File: src/rtl/wakeup_timer_pkg.sv
// Constants shared by the periodic wakeup timer design
package wakeup_timer_pkg;
   // Register byte addresses
   localparam logic [15:0] ADDR_CONTROL = 16'h02f2; // Control and flag
   localparam logic [15:0] ADDR_TRIM = 16'h02f3; // Period trim
   localparam logic [15:0] ADDR_RATE_HI = 16'h02f4; // Rate value, upper byte
   localparam logic [15:0] ADDR_RATE_LO = 16'h02f5; // Rate value, lower byte

   // Control register bit positions
   localparam int BIT_CLOCK_SOURCE_SELECT = 7;
   localparam int BIT_PIN_WAVEFORM_SELECT = 4;
   localparam int BIT_PIN_OUTPUT_ENABLE = 3;
   localparam int BIT_TIMER_RUN_ENABLE = 2;
   localparam int BIT_TIMEOUT_IRQ_ENABLE = 1;
   localparam int BIT_TIMEOUT_FLAG = 0;

   // Trim field placement
   localparam int TRIM_LSB = 2;
   localparam int TRIM_MSB = 7;
   localparam int TRIM_WIDTH = TRIM_MSB - TRIM_LSB + 1;
   localparam logic [5:0] TRIM_RESET = 6'h00; // Default preset of the trim field

   // Widths
   localparam int DATA_WIDTH = 8;
   localparam int RATE_WIDTH = 16;
   localparam int COUNT_WIDTH = RATE_WIDTH + 1; // Counts ticks of 2*(rate+1)
   localparam int OSC_CNT_WIDTH = 20;

   // Reset values
   localparam logic [7:0] BYTE_ZERO = 8'h00;
   localparam logic [15:0] RATE_RESET = 16'h0000;

   // Timing: autonomous tick of the oscillator
   localparam real OSC_TICK_MS = 0.1; // Autonomous base tick
   localparam real MCLK_PERIOD_NS = 10.0; // 100 MHz system clock
   localparam int OSC_TICK_CYCLES = int'($ceil(OSC_TICK_MS * 1.0e6 / MCLK_PERIOD_NS));
   localparam int TRIM_STEP_CYCLES = 10; // Period change of the smallest trim bit

   // Clock source encoding
   typedef enum logic {
      SRC_AUTONOMOUS = 1'b0,
      SRC_BUS_CLOCK = 1'b1
   } clock_source_t;
endpackage

File: src/rtl/osc_tick_if.sv
// Interface between the timer core and its autonomous tick generator
`timescale 1ns/1ns
interface osc_tick_if;
   logic run; // Generator runs while high
   logic [5:0] periodTrim; // Trim of the tick period
   logic tick; // One-cycle tick every autonomous base period

   // Tick generator side
   modport gen (
      input run,
      input periodTrim,
      output tick
   );

   // Timer core side
   modport core (
      output run,
      output periodTrim,
      input tick
   );
endinterface

File: src/rtl/osc_tick_gen.sv
// Trimmed autonomous base tick generator, derived from mclk
`timescale 1ns/1ns
module osc_tick_gen #(
   parameter int BASE_CYCLES = wakeup_timer_pkg::OSC_TICK_CYCLES,
   parameter int STEP_CYCLES = wakeup_timer_pkg::TRIM_STEP_CYCLES
) (
   input wire logic mclk,
   input wire logic reset,
   input wire logic clkEn,
   osc_tick_if.gen port
);
   localparam int W = wakeup_timer_pkg::OSC_CNT_WIDTH;
   localparam logic [W-1:0] BASE_W = W'(BASE_CYCLES); // Nominal tick length
   localparam logic [W-1:0] STEP_W = W'(STEP_CYCLES); // Weight of trim bit 0
   localparam logic [W-1:0] ONE_W = W'(1);

   logic [W-1:0] cnt_q; // Cycles left in the current tick
   logic [W-1:0] reload; // Trimmed tick length minus one
   logic tick_q; // Registered tick strobe

   // Top trim bit lengthens by 32 steps, lower bits shorten binary weighted
   always_comb begin
      reload = BASE_W - ONE_W;
      if (port.periodTrim[5]) begin
         reload = reload + (STEP_W << 5);
      end
      reload = reload - STEP_W * W'(port.periodTrim[4:0]);
   end

   // Down counter; restarts from the trimmed length so trim acts per tick
   always_ff @(posedge mclk) begin
      if (reset) begin
         cnt_q <= '0;
         tick_q <= 1'b0;
      end else if (clkEn) begin
         if (!port.run) begin
            cnt_q <= reload;
            tick_q <= 1'b0;
         end else if (cnt_q == '0) begin
            cnt_q <= reload;
            tick_q <= 1'b1;
         end else begin
            cnt_q <= cnt_q - ONE_W;
            tick_q <= 1'b0;
         end
      end
   end

   assign port.tick = tick_q;
endmodule

File: src/rtl/periodic_wakeup_timer.sv
// Periodic wakeup timer: registers, period counter, pin waveform
//
// Summary of operation
// - Bit 7 picks oscillator or bus clock
// - Source change only while timer stopped
// - Clock mode: pin period twice timer period
// - Pulse mode: one-tick high pulse per timeout
// - Pin driven only with output and run enabled
// - Run enable starts timer; clearing stops it
// - Request raised when flag set and enabled
// - Flag sets at every timeout, stays sticky
// - Writing one clears flag; zero does nothing
// - Clear beats a coincident timeout
// - Six-bit trim field in bits 7..2
// - Top trim bit lengthens, lower bits shorten
// - Trim resets to zero or preset
// - Period is two times (rate plus one) ticks
// - Rate writes ignored while timer runs
//
// The strobed register port was left to the implementer.
`timescale 1ns/1ns
module periodic_wakeup_timer #(
   // Oscillator base tick in mclk cycles; shorten for simulation
   parameter int OSC_TICK_CYCLES = wakeup_timer_pkg::OSC_TICK_CYCLES,
   // Weight of the smallest trim bit in mclk cycles
   parameter int TRIM_STEP_CYCLES = wakeup_timer_pkg::TRIM_STEP_CYCLES,
   // Trim value after reset (zero, or a production preset)
   parameter logic [5:0] TRIM_PRESET = wakeup_timer_pkg::TRIM_RESET
) (
   input wire logic mclk,
   input wire logic reset,
   input wire logic clkEn,
   input wire logic [15:0] regAddr,
   input wire logic [7:0] regWdata,
   input wire logic regWrite,
   input wire logic regRead,
   output logic [7:0] regRdata,
   output logic timeoutIrq,
   output logic wakeupPin
);
   localparam int CW = wakeup_timer_pkg::COUNT_WIDTH;
   localparam logic [CW-1:0] CNT_ONE = CW'(1);

   // Control state
   logic clockSourceSelect_q; // Counting clock source
   logic pinWaveformSelect_q; // Pin shows clock (1) or pulses (0)
   logic pinOutputEnable_q; // Pin routing enable
   logic timerRunEnable_q; // Timer running
   logic timeoutIrqEnable_q; // Request gate
   logic timeoutFlag_q; // Sticky timeout flag
   logic [5:0] periodTrim_q; // Oscillator trim field
   logic [15:0] periodRateValue_q; // Rate value

   // Counter and waveform state
   logic [CW-1:0] periodCount_q; // Ticks elapsed in current period
   logic pinToggle_q; // Square wave, flips at every timeout
   logic pinPulse_q; // One-tick pulse after each timeout

   // Output registers
   logic [7:0] regRdata_q;
   logic timeoutIrq_q;
   logic wakeupPin_q;

   // Decoded accesses
   logic wrControl;
   logic wrTrim;
   logic wrRateHi;
   logic wrRateLo;
   logic clearFlag; // Software clear of the flag
   logic srcTick; // One count step of the selected clock
   logic [CW-1:0] lastCount; // Final count of a period
   logic timeout; // Period elapsed this cycle
   logic [7:0] readMux; // Read value before its register

   // Carrier to the tick generator
   osc_tick_if oscTick ();

   // Autonomous oscillator stand-in, running only while the timer runs
   osc_tick_gen #(
      .BASE_CYCLES(OSC_TICK_CYCLES),
      .STEP_CYCLES(TRIM_STEP_CYCLES)
   ) tickGen (
      .mclk(mclk),
      .reset(reset),
      .clkEn(clkEn),
      .port(oscTick.gen)
   );

   // Generator is only needed on the oscillator source
   assign oscTick.run = timerRunEnable_q &&
      (clockSourceSelect_q == wakeup_timer_pkg::SRC_AUTONOMOUS);
   assign oscTick.periodTrim = periodTrim_q;

   // Address decode of the write strobe
   always_comb begin
      wrControl = regWrite && (regAddr == wakeup_timer_pkg::ADDR_CONTROL);
      wrTrim = regWrite && (regAddr == wakeup_timer_pkg::ADDR_TRIM);
      wrRateHi = regWrite && (regAddr == wakeup_timer_pkg::ADDR_RATE_HI);
      wrRateLo = regWrite && (regAddr == wakeup_timer_pkg::ADDR_RATE_LO);
   end

   // Only a one in the flag position clears it
   assign clearFlag = wrControl && regWdata[wakeup_timer_pkg::BIT_TIMEOUT_FLAG];

   // Bus clock counts every enabled cycle, oscillator counts its ticks
   always_comb begin
      if (clockSourceSelect_q == wakeup_timer_pkg::SRC_BUS_CLOCK) begin
         srcTick = 1'b1;
      end else begin
         srcTick = oscTick.tick;
      end
   end

   // Period spans 2*(rate+1) ticks, so the last count is 2*rate+1
   assign lastCount = {periodRateValue_q, 1'b1};

   // Timeout at the final tick of a period while running
   assign timeout = timerRunEnable_q && srcTick && (periodCount_q == lastCount);

   // Control bits other than the flag
   always_ff @(posedge mclk) begin
      if (reset) begin
         clockSourceSelect_q <= wakeup_timer_pkg::SRC_AUTONOMOUS;
         pinWaveformSelect_q <= 1'b0;
         pinOutputEnable_q <= 1'b0;
         timerRunEnable_q <= 1'b0;
         timeoutIrqEnable_q <= 1'b0;
      end else if (clkEn) begin
         if (wrControl) begin
            // Source may not change under a running or starting timer
            if (!timerRunEnable_q &&
                !regWdata[wakeup_timer_pkg::BIT_TIMER_RUN_ENABLE]) begin
               clockSourceSelect_q <=
                  regWdata[wakeup_timer_pkg::BIT_CLOCK_SOURCE_SELECT];
            end
            pinWaveformSelect_q <= regWdata[wakeup_timer_pkg::BIT_PIN_WAVEFORM_SELECT];
            pinOutputEnable_q <= regWdata[wakeup_timer_pkg::BIT_PIN_OUTPUT_ENABLE];
            timerRunEnable_q <= regWdata[wakeup_timer_pkg::BIT_TIMER_RUN_ENABLE];
            timeoutIrqEnable_q <= regWdata[wakeup_timer_pkg::BIT_TIMEOUT_IRQ_ENABLE];
         end
      end
   end

   // Sticky flag; the clear takes precedence over a same-cycle timeout
   always_ff @(posedge mclk) begin
      if (reset) begin
         timeoutFlag_q <= 1'b0;
      end else if (clkEn) begin
         if (clearFlag) begin
            timeoutFlag_q <= 1'b0;
         end else if (timeout) begin
            timeoutFlag_q <= 1'b1;
         end
      end
   end

   // Trim register, writable at any time
   always_ff @(posedge mclk) begin
      if (reset) begin
         periodTrim_q <= TRIM_PRESET;
      end else if (clkEn) begin
         if (wrTrim) begin
            periodTrim_q <= regWdata[wakeup_timer_pkg::TRIM_MSB:wakeup_timer_pkg::TRIM_LSB];
         end
      end
   end

   // Rate value; locked while running so a period never changes midway
   always_ff @(posedge mclk) begin
      if (reset) begin
         periodRateValue_q <= wakeup_timer_pkg::RATE_RESET;
      end else if (clkEn) begin
         if (wrRateHi && !timerRunEnable_q) begin
            periodRateValue_q[15:8] <= regWdata;
         end
         if (wrRateLo && !timerRunEnable_q) begin
            periodRateValue_q[7:0] <= regWdata;
         end
      end
   end

   // Period counter
   always_ff @(posedge mclk) begin
      if (reset) begin
         periodCount_q <= '0;
      end else if (clkEn) begin
         if (!timerRunEnable_q) begin
            periodCount_q <= '0;
         end else if (timeout) begin
            periodCount_q <= '0;
         end else if (srcTick) begin
            periodCount_q <= periodCount_q + CNT_ONE;
         end
      end
   end

   // Square wave for the clock pin mode, one half period per timeout
   always_ff @(posedge mclk) begin
      if (reset) begin
         pinToggle_q <= 1'b0;
      end else if (clkEn) begin
         if (!timerRunEnable_q) begin
            pinToggle_q <= 1'b0;
         end else if (timeout) begin
            pinToggle_q <= !pinToggle_q;
         end
      end
   end

   // Pulse lasts one tick, which is half the shortest period of two ticks
   always_ff @(posedge mclk) begin
      if (reset) begin
         pinPulse_q <= 1'b0;
      end else if (clkEn) begin
         if (!timerRunEnable_q) begin
            pinPulse_q <= 1'b0;
         end else if (timeout) begin
            pinPulse_q <= 1'b1;
         end else if (srcTick) begin
            pinPulse_q <= 1'b0;
         end
      end
   end

   // Pin output; held low whenever routing or the timer is off
   always_ff @(posedge mclk) begin
      if (reset) begin
         wakeupPin_q <= 1'b0;
      end else if (clkEn) begin
         if (pinOutputEnable_q && timerRunEnable_q) begin
            wakeupPin_q <= pinWaveformSelect_q ? pinToggle_q : pinPulse_q;
         end else begin
            wakeupPin_q <= 1'b0;
         end
      end
   end

   // Interrupt request follows the flag through the enable gate
   always_ff @(posedge mclk) begin
      if (reset) begin
         timeoutIrq_q <= 1'b0;
      end else if (clkEn) begin
         timeoutIrq_q <= timeoutFlag_q && timeoutIrqEnable_q;
      end
   end

   // Read multiplexer; bits 6 and 5 and unmapped addresses read zero
   always_comb begin
      readMux = wakeup_timer_pkg::BYTE_ZERO;
      case (regAddr)
         wakeup_timer_pkg::ADDR_CONTROL: begin
            readMux[wakeup_timer_pkg::BIT_CLOCK_SOURCE_SELECT] = clockSourceSelect_q;
            readMux[wakeup_timer_pkg::BIT_PIN_WAVEFORM_SELECT] = pinWaveformSelect_q;
            readMux[wakeup_timer_pkg::BIT_PIN_OUTPUT_ENABLE] = pinOutputEnable_q;
            readMux[wakeup_timer_pkg::BIT_TIMER_RUN_ENABLE] = timerRunEnable_q;
            readMux[wakeup_timer_pkg::BIT_TIMEOUT_IRQ_ENABLE] = timeoutIrqEnable_q;
            readMux[wakeup_timer_pkg::BIT_TIMEOUT_FLAG] = timeoutFlag_q;
         end
         wakeup_timer_pkg::ADDR_TRIM: begin
            readMux[wakeup_timer_pkg::TRIM_MSB:wakeup_timer_pkg::TRIM_LSB] = periodTrim_q;
         end
         wakeup_timer_pkg::ADDR_RATE_HI: begin
            readMux = periodRateValue_q[15:8];
         end
         wakeup_timer_pkg::ADDR_RATE_LO: begin
            readMux = periodRateValue_q[7:0];
         end
         default: begin
            readMux = wakeup_timer_pkg::BYTE_ZERO; // Unmapped reads zero
         end
      endcase
   end

   // Read data stands only in the cycle after the strobe
   always_ff @(posedge mclk) begin
      if (reset) begin
         regRdata_q <= wakeup_timer_pkg::BYTE_ZERO;
      end else if (clkEn) begin
         regRdata_q <= regRead ? readMux : wakeup_timer_pkg::BYTE_ZERO;
      end
   end

   assign regRdata = regRdata_q;
   assign timeoutIrq = timeoutIrq_q;
   assign wakeupPin = wakeupPin_q;
endmodule

File: config.mk
export PLATFORM = sky130hd
export DESIGN_NAME = periodic_wakeup_timer
export DESIGN_NICKNAME = d
export VERILOG_FILES = /design/src/rtl/wakeup_timer_pkg.sv /design/src/rtl/osc_tick_if.sv /design/src/rtl/osc_tick_gen.sv /design/src/rtl/periodic_wakeup_timer.sv
export SDC_FILE = /design/constraint.sdc
export NUM_CORES = 1
export LEC_CHECK = 0
export BUFFER_PORTS_ARGS = -buffer_cell sky130_fd_sc_hd__clkbuf_2
export CORE_MARGIN = 4
export CORE_UTILIZATION = 49
export CTS_CLUSTER_DIAMETER = 100
export DETAILED_ROUTE_END_ITERATION = 8
export HOLD_SLACK_MARGIN = 0.15
export PLACE_DENSITY_LB_ADDON = 0.2
export SLEW_MARGIN = 20
export SYNTH_ARGS = -nofsm -noshare
export SYNTH_HDL_FRONTEND = slang
export SYNTH_SLANG_ARGS = --single-unit
File: constraint.sdc
create_clock -name mclk -period 3.2 [get_ports mclk]
set_input_delay 0.32 -clock mclk [delete_from_list [all_inputs] [get_ports mclk]]
set_output_delay 0.32 -clock mclk [all_outputs]
set_load 0.01 [all_outputs]
==> flow_summary.yaml <==
global_routing:
  grt_pass1_wl_um: 16500
  antenna_found_initial: 0
  grt-ovfl-total: 0
  grt_pass1_vias: 3470
  grt_max_degree: 38
  grt_usage_pct: 20.5
setup_path:
  crit_type: "reg2reg"
  rrSetupSlack_ns: 0.43
  worstPathArrival_ns: 3.03
  r2r-end: "tickGen.cnt_q[9]"
  critPathCaptureType: "register"
  r2r_start: "oscTick.periodTrim[3]"
  critPathLaunch: "oscTick.periodTrim[3]"
  critPathMaxFanout: 4
  required_ns: 3.46
  start_kind: "register"
  worst-r2r-cell-count: 11
clocking:
  ctsHoldBuffers: 0
  post_cts_resized: 0
  root_buffer: "clkbuf_8"
  postCtsSetupRepairBufs: 0
  cts_buffer_depth: 2
  clock_latency_ns: 0.36
  clock-sinks: 78
  cts_tree: "built"
  cts_made_buffers: 9
  path_clk_slew_ns: 0.08
  cts_max_level: 3
finish:
  final_nets: 560
  drive_gt1_share_pct: 14.8
  synthToLayoutAreaGrowth_pct: 12.3
  diodes: 0
  n_fill_cell: 760
die:
  die_area_um2: 10100
  initial_core_util_pct: 50.6
  ioPinCount: 39
  core_area_um2: 8260
  die-height_um: 100
  placementRows: 33
  die_w_um: 100
sta:
  setup_violations: 0
  worst_pin_slew_ns: 0.747
  fin_crit_sh_pct: 86.6
  fin_skew_ns: 0.0117
  rsz0062_at_grt: "no"
  setup_tns_ns: 0
  drv_slew: 0
  fmax_mhz: 361
  hold_viol_final: 0
  period_needed_ns: 2.77
  slew-limit-headroom_pct: 50.2
power:
  p_per_area_nw_per_um2: 427
  ir_drop_uv: 230
  power_uw: 2000
  power.leakage_uw: 0.00181
hold_path:
  min_path_type: "in2reg"
  hp-start: "regWdata[0]"
  hold_end: "timeoutFlag_q"
  hold_depth: 2
route:
  wl_per_cell_um: 15.8
  finalWirelength_um: 9910
  postRouteAntennaNets: 0
  drc: 0
  dr.pass1.iters: 4
  via_per_inst: 5.55
  first_iter_violations: 178
  vias: 3475
yosys:
  synthCells: 482
  ys_types: 59
  avgSynthCellArea_um2: 8.67
  synth.area.top_cells: "dfxtp_1, mux2i_1, nor2_1"
  synth_nets: 525
  synth_async_sr_flop_share_pct: 0
  yosys_most_used_dff: "dfxtp_1"
  synth_area_leader_cell: "dfxtp_1"
  synth-edff-count: 0
  yosys_warnings: 0
  synth_top_area_share_pct: 37.4
  ys_seq_area_share_pct: 37.4
  ys_seq_elements: 78
  syn_area_um2: 4180
place:
  routabilityCongestion: 0.877
  port-buffer-count: 38
  place_hpwl_um: 7260
flow_run:
  maxCapViolations: 0
status:
  outcome: "finished clean"
[power by group]
part	total [µW]	internal (µW)	switching, µW
Combinational	130	46.9	82.8
Clock	887	514	373
Sequential	988	978	9.77
[logic make-up (layout without fill, tap and decap cells)]
logic type	count (synthesis)	count (layout)	synth area share, %
AO/OA/AOI/OAI	70	70	10.4
AND/OR/NAND/NOR	203	203	25.4
buffers and inverters	31	70	2.96
multiplexers	44	44	10.7
XOR/XNOR	42	42	8.80
adder cells (fa/ha/maj)	14	14	4.37
flip-flops	78	78	37.4
[Yosys cell counts, drive strengths merged (5+ instances only)]
master   n
nand4   10
xor2    16
inv     11
nor2    74
mux2i   39
nand2   36
ha      13
mux2     5
buf      6
xnor2   26
dfxtp   78
nor3    13
nand3b   5
nor2b    6
clkbuf  13
nor4     8
a21oi   24
o21ai   18
nand3   21
o22ai    6
nand2b   6
[cell type report]
| cell class | instances | area (µm²) | area share [%] |
|---|---|---|---|
| Sequential cell | 78 | 1560 | 33.3 |
| Multi-Input combinational cell | 373 | 2490 | 53.1 |
| Inverter | 12 | 45.0 | 0.959 |
| Tap cell | 105 | 131 | 2.80 |
| Clock buffer | 9 | 124 | 2.64 |
| Clock inverter | 6 | 111 | 2.37 |
| Timing Repair Buffer | 43 | 228 | 4.85 |
[routing by layer]
metal / GRT usage [%] / routed length (µm) / up-vias
met4: 6.94 / 221 / 0
met2: 37.0 / 5120 / 57
met1: 24.0 / 4240 / 1629
li1: - / - / 1770
met3: 4.38 / 325 / 19
met5: 0 / 0 / -
[worst max path at each step]
stage	slack [ns]	end	cells past startpoint
after floorplan	0.64	tickGen.cnt_q[9]	11
after global placement	0.54	tickGen.cnt_q[9]	11
after detailed placement	0.43	tickGen.cnt_q[9]	11
after CTS	0.41	tickGen.cnt_q[9]	11
after global routing	0.21	tickGen.cnt_q[9]	11
final	0.43	tickGen.cnt_q[9]	11
[cells in the final DEF, fill, tap and decap left out, types with 7 or more instances in the layout]
| master | netlist | routed |
|---|---|---|
| mux2i_1 | 39 | 39 |
| dfxtp_1 | 78 | 78 |
| clkbuf_2 | 0 | 38 |
| nor3_1 | 11 | 11 |
| nor4_1 | 7 | 7 |
| a21oi_1 | 24 | 24 |
| nor2_1 | 74 | 74 |
| xor2_1 | 16 | 16 |
| ha_1 | 13 | 13 |
| inv_1 | 11 | 11 |
| clkbuf_8 | 0 | 9 |
| nand3_1 | 21 | 21 |
| nand2_1 | 35 | 35 |
| o21ai_0 | 12 | 12 |
| nand4_1 | 10 | 10 |
| xnor2_1 | 26 | 26 |
[sequential cells by signal (all words and copies together) (netlist names), 6 cells and up]
signal              count
oscTick.periodTrim      6
periodCount_q          17
periodRateValue_q      16
regRdata                8
tickGen.cnt_q          20
[stage by stage]
step	hold slack (ns)	cells	util, %	setup slack (ns)	cell area [µm²]
global placement	0.451	611	54.0	0.536	4460
global route	0.218	626	56.8	0.210	4690
finish	0.217	626	56.8	0.430	4690
detailed placement	0.454	611	54.0	0.431	4460
CTS	0.207	626	56.8	0.411	4690
floorplan	0.431	482	-	0.641	4180
[critical path, cell delays in order (launching register included)]
cell,delay (ns)
dfxtp_1,0.36
ha_1,0.31
ha_1,0.17
inv_1,0.05
fa_1,0.40
xor2_1,0.18
ha_1,0.32
a31oi_1,0.29
nand3b_1,0.15
mux2i_1,0.06
or2_0,0.22
a211oi_1,0.18
No activity file was read; power rests on OpenSTA's default activity.
